===== config.mk =====
export PLATFORM = sky130hd
export DESIGN_NAME = tps_top
export DESIGN_NICKNAME = d
export VERILOG_FILES = /design/src/core/tps_pkg.sv /design/src/core/tps_top.sv /design/src/core/tps_trib_mon.sv
export SDC_FILE = /design/constraint.sdc
export NUM_CORES = 1
export LEC_CHECK = 0
export ABC_AREA = 1
export BUFFER_PORTS_ARGS = -buffer_cell sky130_fd_sc_hd__buf_4
export CORE_UTILIZATION = 54
export DETAILED_ROUTE_END_ITERATION = 8
export MAX_ROUTING_LAYER = met4
export PLACE_DENSITY = 0.78
export RECOVER_POWER = 100
export SKIP_LAST_GASP = 1
export SLEW_MARGIN = 20
export SYNTH_ARGS = -nofsm -noshare
export SYNTH_HDL_FRONTEND = slang
export SYNTH_SLANG_ARGS = --single-unit
export TNS_END_PERCENT = 5

===== constraint.sdc =====
create_clock -name clk_sys_in -period 2 [get_ports clk_sys_in]
set_input_delay 0.2 -clock clk_sys_in [delete_from_list [all_inputs] [get_ports clk_sys_in]]
set_output_delay 0.2 -clock clk_sys_in [all_outputs]
set_load 0.02 [all_outputs]

===== src/core/tps_pkg.sv =====
/*
 * tps_pkg: constants shared by the tributary protection switch core.
 * Assumes a 20 MHz system clock; all protection times count in 1 ms ticks.
 */
package tps_pkg;

    // sizes of the design
    localparam int NUM_TRIB = 4;
    localparam int TRIB_IDX_W = 2;
    localparam int INTERVAL_W = 16;
    localparam int RETRY_W = 8;
    localparam int WTR_W = 20;
    localparam int NODE_W = 8;
    localparam int TTYPE_W = 12;
    localparam int TNUM_W = 20;
    localparam int IDENT_W = NODE_W + TTYPE_W + TNUM_W;
    localparam int IDENT_BYTES = IDENT_W / 8;
    localparam int BYTE_CNT_W = 3;

    // timing: the tick period, then its length in clock cycles
    localparam int CLK_PERIOD_NS = 50;
    localparam int TICK_PERIOD_US = 1000;
    localparam int TICK_CYCLES = (TICK_PERIOD_US * 1000) / CLK_PERIOD_NS;

    // values after reset
    localparam logic [INTERVAL_W-1:0] INTERVAL_MS_RST = 16'h000a;
    localparam logic [RETRY_W-1:0] RETRY_RST = 8'h03;
    localparam int WTR_MINUTES = 10;
    localparam logic [WTR_W-1:0] WTR_MS_RST = WTR_W'(WTR_MINUTES * 60 * 1000);

    // protection request parameter
    localparam logic [5:0] CAST_RSVD = 6'h00;
    localparam logic [1:0] CAST_MULTI = 2'h1;

    // control frame opcodes
    localparam logic [7:0] OP_1P1_REQ = 8'h27;
    localparam logic [7:0] OP_1P1_RSP = 8'h28;
    localparam logic [7:0] OP_1T1_REQ = 8'h29;
    localparam logic [7:0] OP_1T1_RSP = 8'h2a;
    localparam logic [7:0] OP_1TN_REQ = 8'h2b;
    localparam logic [7:0] OP_1TN_RSP = 8'h2c;

    typedef enum logic [1:0] {
        TPS_SCHEME_1P1 = 2'b00,
        TPS_SCHEME_1T1 = 2'b01,
        TPS_SCHEME_1TN = 2'b10
    } tps_scheme_t;

    typedef enum logic [2:0] {
        TPS_MON_IDLE = 3'b000,
        TPS_MON_WATCH = 3'b001,
        TPS_MON_SWITCH = 3'b010,
        TPS_MON_PROT = 3'b011,
        TPS_MON_WTR = 3'b100
    } tps_mon_t;

    typedef enum logic [2:0] {
        TPS_SER_IDLE = 3'b000,
        TPS_SER_STBY = 3'b001,
        TPS_SER_CAST = 3'b010,
        TPS_SER_LEN = 3'b011,
        TPS_SER_WORK = 3'b100
    } tps_ser_t;

endpackage : tps_pkg


===== src/core/tps_top.sv =====
/*
 * tps_top: tributary protection switch for one ring node.
 * Watches aggregate activity, moves flagged tributaries to standby,
 * reverts after wait-to-restore, reports recovery, and emits the
 * protection request parameter as a byte stream.
 * Assumes all inputs are synchronous to clk_sys_in.
 */
`timescale 1ns/1ps
module tps_top
    import tps_pkg::*;
#(
    parameter int TICK_LEN = TICK_CYCLES
)
(
    // clock and reset
    input wire logic clk_sys_in,
    input wire logic rstn_in,
    // ring mac side
    input wire logic mac_frame_rx_in,
    input wire logic mac_status_ind_in,
    input wire logic [3:0] mac_status_opcode_in,
    // tributary side
    input wire logic [NUM_TRIB-1:0] standby_flag_in,
    input wire logic [NUM_TRIB-1:0] trib_normal_in,
    output logic [NUM_TRIB-1:0] fault_notice_out,
    output logic [NUM_TRIB-1:0] standby_sel_out,
    output logic [NUM_TRIB-1:0] alt_ringlet_out,
    // configuration
    input wire logic cfg_load_in,
    input wire logic [INTERVAL_W-1:0] cfg_interval_ms_in,
    input wire logic [RETRY_W-1:0] cfg_retry_in,
    input wire logic [WTR_W-1:0] cfg_wtr_ms_in,
    input wire logic [NODE_W-1:0] node_address_in,
    input wire logic [NUM_TRIB*TTYPE_W-1:0] tributary_type_in,
    input wire logic [NUM_TRIB*TNUM_W-1:0] tributary_number_in,
    // management report
    output logic report_valid_out,
    output logic [TTYPE_W-1:0] report_trib_type_out,
    output logic [TNUM_W-1:0] report_trib_num_out,
    // protection request stream
    input wire logic req_start_in,
    input wire logic req_response_in,
    input wire tps_scheme_t req_scheme_in,
    input wire logic [1:0] req_cast_in,
    input wire logic [TRIB_IDX_W-1:0] req_standby_idx_in,
    input wire logic [NUM_TRIB-1:0] req_working_mask_in,
    output logic req_busy_out,
    output logic req_valid_out,
    output logic req_last_out,
    output logic [7:0] req_byte_out,
    output logic [7:0] req_opcode_out,
    output logic [NUM_TRIB-1:0] req_dest_out
);
    localparam int TICK_W = $clog2(TICK_LEN + 1);

    logic [TICK_W-1:0] tick_cnt_q;
    logic tick_q;
    logic activity;
    logic [INTERVAL_W-1:0] interval_q;
    logic [RETRY_W-1:0] retry_q;
    logic [WTR_W-1:0] wtr_q;
    logic [NUM_TRIB-1:0] mon_fault;
    logic [NUM_TRIB-1:0] mon_standby;
    logic [NUM_TRIB-1:0] mon_restore;
    logic [NUM_TRIB-1:0] pend_q;
    logic [NUM_TRIB-1:0] pend_grant;
    tps_ser_t ser_q;
    logic [BYTE_CNT_W-1:0] byte_q;
    logic [NUM_TRIB-1:0] work_left_q;
    logic [TRIB_IDX_W-1:0] stby_q;
    logic [1:0] cast_q;
    logic [7:0] count_q;
    logic [TRIB_IDX_W-1:0] work_idx;
    logic [NUM_TRIB-1:0] work_bit;
    logic byte_end;

    ////////////////////////////////////////////////////////////////////////
    // helpers

    // identifier of a local tributary, node address first
    function automatic logic [IDENT_W-1:0] trib_ident(
        input logic [TRIB_IDX_W-1:0] idx,
        input logic [NODE_W-1:0] node,
        input logic [NUM_TRIB*TTYPE_W-1:0] types,
        input logic [NUM_TRIB*TNUM_W-1:0] nums
    );
        trib_ident = {node, types[idx*TTYPE_W +: TTYPE_W], nums[idx*TNUM_W +: TNUM_W]};
    endfunction : trib_ident

    // lowest set bit of a mask
    function automatic logic [TRIB_IDX_W-1:0] lowest_set(input logic [NUM_TRIB-1:0] mask);
        lowest_set = '0;
        for (int i = NUM_TRIB - 1; i >= 0; i--) begin
            if (mask[i]) begin
                lowest_set = TRIB_IDX_W'(i);
            end
        end
    endfunction : lowest_set

    // byte k of an identifier, most significant first
    function automatic logic [7:0] ident_byte(
        input logic [IDENT_W-1:0] ident,
        input logic [BYTE_CNT_W-1:0] k
    );
        ident_byte = ident[(IDENT_BYTES - 1 - int'(k)) * 8 +: 8];
    endfunction : ident_byte

    ////////////////////////////////////////////////////////////////////////
    // millisecond tick
    always_ff @(posedge clk_sys_in or negedge rstn_in) begin
        if (!rstn_in) begin
            tick_cnt_q <= '0;
            tick_q <= 1'b0;
        end else if (tick_cnt_q == TICK_W'(TICK_LEN - 1)) begin
            tick_cnt_q <= '0;
            tick_q <= 1'b1;
        end else begin
            tick_cnt_q <= tick_cnt_q + TICK_W'(1);
            tick_q <= 1'b0;
        end
    end

    // any of the four opcode flags makes a status indication count
    assign activity = mac_frame_rx_in || (mac_status_ind_in && (|mac_status_opcode_in));

    ////////////////////////////////////////////////////////////////////////
    // configuration, loaded as a set so the units always agree
    always_ff @(posedge clk_sys_in or negedge rstn_in) begin
        if (!rstn_in) begin
            interval_q <= INTERVAL_MS_RST;
            retry_q <= RETRY_RST;
            wtr_q <= WTR_MS_RST;
        end else if (cfg_load_in) begin
            interval_q <= cfg_interval_ms_in;
            retry_q <= cfg_retry_in;
            wtr_q <= cfg_wtr_ms_in;
        end
    end

    ////////////////////////////////////////////////////////////////////////
    // one watcher per standby tributary
    generate
        for (genvar g = 0; g < NUM_TRIB; g++) begin : g_mon
            tps_trib_mon u_mon (
                .clk_sys_in(clk_sys_in),
                .rstn_in(rstn_in),
                .tick_in(tick_q),
                .activity_in(activity),
                .enable_in(standby_flag_in[g]),
                .trib_normal_in(trib_normal_in[g]),
                .interval_in(interval_q),
                .retry_in(retry_q),
                .wtr_in(wtr_q),
                .fault_notice_out(mon_fault[g]),
                .on_standby_out(mon_standby[g]),
                .restore_out(mon_restore[g])
            );
        end
    endgenerate

    always_ff @(posedge clk_sys_in or negedge rstn_in) begin
        if (!rstn_in) begin
            fault_notice_out <= '0;
            standby_sel_out <= '0;
            alt_ringlet_out <= '0;
        end else begin
            fault_notice_out <= mon_fault;
            standby_sel_out <= mon_standby;
            alt_ringlet_out <= mon_standby;
        end
    end

    ////////////////////////////////////////////////////////////////////////
    // recovery reports; several may finish together, so they queue
    assign pend_grant = (pend_q != '0) ? (NUM_TRIB'(1) << lowest_set(pend_q)) : '0;

    always_ff @(posedge clk_sys_in or negedge rstn_in) begin
        if (!rstn_in) begin
            pend_q <= '0;
            report_valid_out <= 1'b0;
            report_trib_type_out <= '0;
            report_trib_num_out <= '0;
        end else begin
            // a new restore wins over the grant clearing the same bit
            pend_q <= (pend_q & ~pend_grant) | mon_restore;
            report_valid_out <= (pend_q != '0);
            if (pend_q != '0) begin
                report_trib_type_out <= tributary_type_in[lowest_set(pend_q)*TTYPE_W +: TTYPE_W];
                report_trib_num_out <= tributary_number_in[lowest_set(pend_q)*TNUM_W +: TNUM_W];
            end
        end
    end

    ////////////////////////////////////////////////////////////////////////
    // request parameter stream, one byte per cycle
    assign work_idx = lowest_set(work_left_q);
    assign work_bit = NUM_TRIB'(1) << work_idx;
    assign byte_end = (byte_q == BYTE_CNT_W'(IDENT_BYTES - 1));

    always_ff @(posedge clk_sys_in or negedge rstn_in) begin
        if (!rstn_in) begin
            ser_q <= TPS_SER_IDLE;
            byte_q <= '0;
            work_left_q <= '0;
            stby_q <= '0;
            cast_q <= '0;
            count_q <= '0;
            req_busy_out <= 1'b0;
            req_valid_out <= 1'b0;
            req_last_out <= 1'b0;
            req_byte_out <= '0;
            req_opcode_out <= '0;
            req_dest_out <= '0;
        end else begin
            req_valid_out <= 1'b0;
            req_last_out <= 1'b0;
            case (ser_q)
                TPS_SER_IDLE: begin
                    req_busy_out <= 1'b0;
                    req_dest_out <= '0;
                    if (req_start_in) begin
                        stby_q <= req_standby_idx_in;
                        cast_q <= req_cast_in;
                        work_left_q <= req_working_mask_in;
                        count_q <= 8'($countones(req_working_mask_in));
                        byte_q <= '0;
                        req_busy_out <= 1'b1;
                        // every end addressed in the same frame
                        req_dest_out <= req_working_mask_in
                            | (NUM_TRIB'(1) << req_standby_idx_in);
                        case (req_scheme_in)
                            TPS_SCHEME_1P1: req_opcode_out <= req_response_in ? OP_1P1_RSP : OP_1P1_REQ;
                            TPS_SCHEME_1T1: req_opcode_out <= req_response_in ? OP_1T1_RSP : OP_1T1_REQ;
                            default: req_opcode_out <= req_response_in ? OP_1TN_RSP : OP_1TN_REQ;
                        endcase
                        ser_q <= TPS_SER_STBY;
                    end
                end
                TPS_SER_STBY: begin
                    req_valid_out <= 1'b1;
                    req_byte_out <= ident_byte(trib_ident(stby_q, node_address_in,
                        tributary_type_in, tributary_number_in), byte_q);
                    byte_q <= byte_end ? '0 : byte_q + BYTE_CNT_W'(1);
                    if (byte_end) begin
                        ser_q <= TPS_SER_CAST;
                    end
                end
                TPS_SER_CAST: begin
                    req_valid_out <= 1'b1;
                    req_byte_out <= {cast_q, CAST_RSVD};
                    ser_q <= TPS_SER_LEN;
                end
                TPS_SER_LEN: begin
                    req_valid_out <= 1'b1;
                    req_byte_out <= count_q;
                    req_last_out <= (work_left_q == '0);
                    ser_q <= (work_left_q == '0) ? TPS_SER_IDLE : TPS_SER_WORK;
                end
                TPS_SER_WORK: begin
                    req_valid_out <= 1'b1;
                    req_byte_out <= ident_byte(trib_ident(work_idx, node_address_in,
                        tributary_type_in, tributary_number_in), byte_q);
                    byte_q <= byte_end ? '0 : byte_q + BYTE_CNT_W'(1);
                    if (byte_end) begin
                        work_left_q <= work_left_q & ~work_bit;
                        if ((work_left_q & ~work_bit) == '0) begin
                            req_last_out <= 1'b1;
                            ser_q <= TPS_SER_IDLE;
                        end
                    end
                end
                default: begin
                    ser_q <= TPS_SER_IDLE;
                end
            endcase
        end
    end

endmodule : tps_top


===== src/core/tps_trib_mon.sv =====
/*
 * tps_trib_mon: link watch, retry budget and wait-to-restore for one
 * standby tributary. Assumes a one-cycle tick_in every millisecond and
 * a one-cycle activity_in for each aggregate frame or flagged status indication.
 */
`timescale 1ns/1ps
module tps_trib_mon
    import tps_pkg::*;
(
    // clock and reset
    input wire logic clk_sys_in,
    input wire logic rstn_in,
    // timing and aggregate
    input wire logic tick_in,
    input wire logic activity_in,
    // tributary side
    input wire logic enable_in,
    input wire logic trib_normal_in,
    // configuration
    input wire logic [INTERVAL_W-1:0] interval_in,
    input wire logic [RETRY_W-1:0] retry_in,
    input wire logic [WTR_W-1:0] wtr_in,
    // results
    output logic fault_notice_out,
    output logic on_standby_out,
    output logic restore_out
);
    tps_mon_t state_q;
    logic [INTERVAL_W-1:0] timer_q;
    logic [RETRY_W-1:0] retry_q;
    logic [WTR_W-1:0] wtr_q;
    logic seen_q;
    logic expire;
    logic quiet;
    logic fail;
    logic timing;

    assign timing = (state_q != TPS_MON_IDLE) && (state_q != TPS_MON_SWITCH);
    assign expire = timing && tick_in && (timer_q <= INTERVAL_W'(1));
    // activity in the expiring cycle still counts as seen
    assign quiet = expire && !seen_q && !activity_in;
    assign fail = quiet && (retry_q == '0);

    ////////////////////////////////////////////////////////////////////////
    // interval timer and retry budget, one set per tributary
    always_ff @(posedge clk_sys_in or negedge rstn_in) begin
        if (!rstn_in) begin
            timer_q <= INTERVAL_MS_RST;
            retry_q <= RETRY_RST;
            seen_q <= 1'b0;
        end else if (!timing) begin
            // held loaded so watching restarts fresh
            timer_q <= interval_in;
            retry_q <= retry_in;
            seen_q <= 1'b0;
        end else if (expire) begin
            timer_q <= interval_in;
            seen_q <= 1'b0;
            if (!quiet) begin
                retry_q <= retry_in;
            end else if (retry_q != '0) begin
                retry_q <= retry_q - RETRY_W'(1);
            end else begin
                retry_q <= retry_in;
            end
        end else begin
            if (tick_in) begin
                timer_q <= timer_q - INTERVAL_W'(1);
            end
            if (activity_in) begin
                seen_q <= 1'b1;
            end
        end
    end

    ////////////////////////////////////////////////////////////////////////
    // protection state
    always_ff @(posedge clk_sys_in or negedge rstn_in) begin
        if (!rstn_in) begin
            state_q <= TPS_MON_IDLE;
            wtr_q <= WTR_MS_RST;
            fault_notice_out <= 1'b0;
            on_standby_out <= 1'b0;
            restore_out <= 1'b0;
        end else begin
            fault_notice_out <= 1'b0;
            restore_out <= 1'b0;
            if (!enable_in) begin
                state_q <= TPS_MON_IDLE;
                on_standby_out <= 1'b0;
            end else begin
                case (state_q)
                    TPS_MON_IDLE: begin
                        state_q <= TPS_MON_WATCH;
                    end
                    TPS_MON_WATCH: begin
                        if (fail) begin
                            fault_notice_out <= 1'b1;
                            on_standby_out <= 1'b1;
                            state_q <= TPS_MON_SWITCH;
                        end
                    end
                    TPS_MON_SWITCH: begin
                        if (trib_normal_in) begin
                            state_q <= TPS_MON_PROT;
                        end
                    end
                    TPS_MON_PROT: begin
                        if (activity_in) begin
                            wtr_q <= wtr_in;
                            state_q <= TPS_MON_WTR;
                        end
                    end
                    TPS_MON_WTR: begin
                        if (fail) begin
                            state_q <= TPS_MON_PROT;
                        end else if (tick_in && (wtr_q <= WTR_W'(1))) begin
                            on_standby_out <= 1'b0;
                            restore_out <= 1'b1;
                            state_q <= TPS_MON_WATCH;
                        end else if (tick_in) begin
                            wtr_q <= wtr_q - WTR_W'(1);
                        end
                    end
                    default: begin
                        state_q <= TPS_MON_IDLE;
                    end
                endcase
            end
        end
    end

endmodule : tps_trib_mon


==> results.txt <==
----------------------------------------------------
[Finish]
  Share of cells above drive strength 1 ... 21.9%
  Net count reported at finish ... 3828
  Synthesis-to-finish area growth ... 34.5%
  Fill cells ... 2818
  Post-route core utilization ... 74.5%

[Pwr]
  Peak supply drop ... 0.903 mV
  Pwr dens ... 1460 nW/µm²
  Leakage Power ... 0.0138 µW

[CTS]
  Clock Sinks ... 346
  Worst-path clk slew ... 0.06 ns
  Later-pin clock latency in the skew report ... 0.58 ns
  CTS Buffer Depth ... 3
  Clock root buffer ... clkbuf_16
  Number of H-tree levels ... 2
  Clock tree from TritonCTS ... built
  Clock buffer count from CTS ... 41

[Routing]
  Starting DRT DRC Count ... 2474
  Number of routed nets with antenna violations ... 0
  Avg Vias per Cell ... 5.82
  Vias ... 24111
  Detailed-router iteration count before antenna repair ... 8
  Final Routed Wirelength ... 76300 µm
  DRC violation count after routing ... 0
  Per-cell routed wire length ... 18.4 µm

[Die]
  Number of cell rows ... 72
  Overall die area ... 40900 µm²
  Initial Util ... 55.4%
  Die span in x ... 202 µm
  Height of the die ... 202 µm
  Core ar. ... 39100 µm²
  Number of top-level design ports ... 277

[Timing]
  Final hold vios ... 0
  Final setup violation count ... 120
  Fin crit share ... 109%
  Worst Setup Slack, final ... -0.175 ns
  Worst slew margin relative to its limit ... -15.1%
  Unrepaired setup endpoints after global routing ... true
  Actual transition at the worst max-transition pin ... 1.73 ns
  Shortest period the worst path allows ... 2.18 ns
  Setup total negative slack ... -7.22 ns
  Maximum achievable frequency ... 460 MHz
  Post-route clock skew ... 0.0247 ns
  Final Slew Violations ... 56

[Global routing]
  Maximum number of pins on one net before global-route repair ... 59
  Antenna violations before repair ... 2
  Global-route wire length before repair ... 118000 µm
  Vias in the first global route ... 23090
  GRT Total Usage ... 36.8%
  Total global routing overflow ... 0

[Yosys]
  Average cell area after synthesis ... 7.17 µm²
  Post-synthesis async set-or-reset flop share ... 100%
  Seq cells post-synth ... 346
  Ys flop type ... dfrtp_1
  Synth area leader ... dfrtp_1
  Area share of the largest cell type after synthesis ... 33.0%
  Syn Inst Count ... 3019
  Area of the mapped netlist ... 21700 µm²
  Top post-synthesis cells by count ... nand2_1, o21ai_0, inv_1
  Biggest area contributors in the synthesized netlist ... dfrtp_1, nand2_1, o21ai_0, dfstp_2, inv_1
  Fraction of the yosys area taken by sequential cells ... 40.3%
  Number of flops mapped to enable cells by yosys ... 0
  Cell with the most instances after synthesis ... nand2_1
  Count of unique library cells instantiated by Yosys ... 57
  Yosys warnings ... 0

[Worst setup path]
  Critical path type ... register to register
  Sort of element at the start of the critical path ... register
  Highest cell delay on the worst timing path ... 0.43 ns
  Endpoint kind of the worst setup timing path ... register
  Peak fanout along the critical path ... 11
  Critical path data required time ... 2.50 ns
  Crit path max-delay cell type ... o211ai_1
  Crit path arrival time ... 2.68 ns
  Setup slack of the most critical reg-to-reg path ... -0.18 ns
  Critical-path cell list ... inv_1 > nand2_1 > nand2_2 > nand2_2 > nand2_8 > nand2_8 > buf_12 > nand2_1 > nand2_2 > o211ai_1 > nand3_2 > nand2_2 > nand2_2 > nand2_1 > nand2_1 > nand2_1

[Status]
  Outcome ... finished, violations left
  Failing checks ... max-capacitance violations, max-slew violations, negative setup slack

[Placement]
  Half-perimeter wire length after placement ... 51300 µm
  Count of input and output buffers ... 273
  Routability cong. ... 0.993

[Run]
  Max capacitance violation total ... 1

[Hold path]
  Hold crit path type ... input port to register

----------------------------------------------------
-- layout make-up --
class                      count  area [µm²]  share of cell area [%]
timing repair inverter         2        17.5                  0.0601
antenna                        3        7.51                  0.0258
multi-input combinational   2147       11300                    38.9
timing repair buffer         652        5380                    18.5
clock inverter                18         240                   0.825
sequential                   346        8730                    30.0
clock buffer                  57        1240                    4.25
inverter                     398        1530                    5.26
tap                          518         648                    2.23
-- metrics by stage --
step | instances | hold slack (ns) | setup WS (ns) | total power [µW] | area (µm²)
after global placement | 3917 | 0.196 | -0.122 | 31000 | 25800
after global routing | 4140 | 0.0318 | -0.244 | 45300 | 29100
after floorplan | 3021 | -0.0956 | -0.0232 | 24300 | 21700
after CTS | 4116 | 0.00106 | -0.101 | 40700 | 28700
final | 4141 | 0.0174 | -0.175 | 42600 | 29100
after detailed placement | 3917 | 0.195 | -0.227 | 31800 | 25800
-- metal layers --
metal	vias to the layer above	part of all wire, %	GRT usage [%]
met5	-	0	-
met4	0	5.4	19.1
met3	296	8.3	4.84
met2	1366	48	60.4
met1	11356	38	44.3
li1	11093	-	-
-- path summary, 6_finish.rpt --
check / startpoint / end / depth (start not counted)
max: work_left_q[2] / req_byte_out[5] / 16
min: node_address_in[1] / req_byte_out[1] / 5
max reg2reg: work_left_q[2] / req_byte_out[5] / 16
min reg2reg: g_mon[2].u_mon.fault_notice_out / fault_notice_out[2] / 0
max in group asynchronous: rstn_in / g_mon[0].u_mon.wtr_q[19] / 3
min in group asynchronous: rstn_in / req_valid_out / 2
-- timing repair --
action / 4_1_cts / 5_1_grt
endpoints found under the setup margin: 171 / 206
gates cloned: 5 / 9
pin swaps: 4 / 50
buffers inserted: 4 / 14
hold buffers: 115 / 0
resized for setup: 46 / 167
hold endpoints to repair: 197 / 0
-- registers in the layout, indices dropped and copies added, names as in the netlist, 4 cells and up --
register                      count
alt_ringlet_out                   4
fault_notice_out                  4
g_mon.u_mon.fault_notice_out      4
g_mon.u_mon.on_standby_out        4
g_mon.u_mon.restore_out           4
g_mon.u_mon.retry_q              32
g_mon.u_mon.seen_q                4
g_mon.u_mon.state_q              12
g_mon.u_mon.timer_q              64
g_mon.u_mon.wtr_q                80
interval_q                       16
pend_q                            4
report_trib_num_out              20
report_trib_type_out             12
req_byte_out                      8
req_dest_out                      4
req_opcode_out                    5
retry_q                           8
tick_cnt_q                       15
work_left_q                       4
wtr_q                            20
-- worst max-delay path, delay by kind of cell (launching register included) --
kind,cells,cell delay [ns]
AOI/OAI and AO/OA,1,0.43
buffers and inverters,2,0.23
DFF,1,0.40
and+or+nand+nor,13,1.05
-- logic make-up after synthesis --
family | share of synthesized area [%]
adder cells (fa/ha/maj) | 1.83
buffers and inverters | 9.90
AO/OA/AOI/OAI | 19.3
multiplexers | 0.468
AND/OR/NAND/NOR | 25.2
flip-flops | 40.3
other | 0.0173
XOR/XNOR | 2.91
-- power by group --
| group | internal, µW | total, µW | switching (µW) |
|---|---|---|---|
| logic | 8850 | 22200 | 13400 |
| clock network | 4980 | 8210 | 3230 |
| registers | 9870 | 12100 | 2260 |
-- cell usage in the layout, fill, tap and decap left out, types with 35 or more instances in the layout --
cell           Yosys  layout
nor3_1            56      50
clkbuf_16          0      47
nand2_1          633     617
o21ai_0          396     367
a21oi_1          176     163
a31oi_1           37      37
dfrtp_1          286     285
buf_4             14     413
nand3_1          194     188
dlygate4sd3_1      0     115
o21ai_1           13      35
dfstp_2           60      51
xor2_1            52      52
nor2_1           301     278
clkbuf_1          77      68
o211ai_1          66      66
inv_1            381     362
Note: power is estimated with default switching activity, not from simulation.
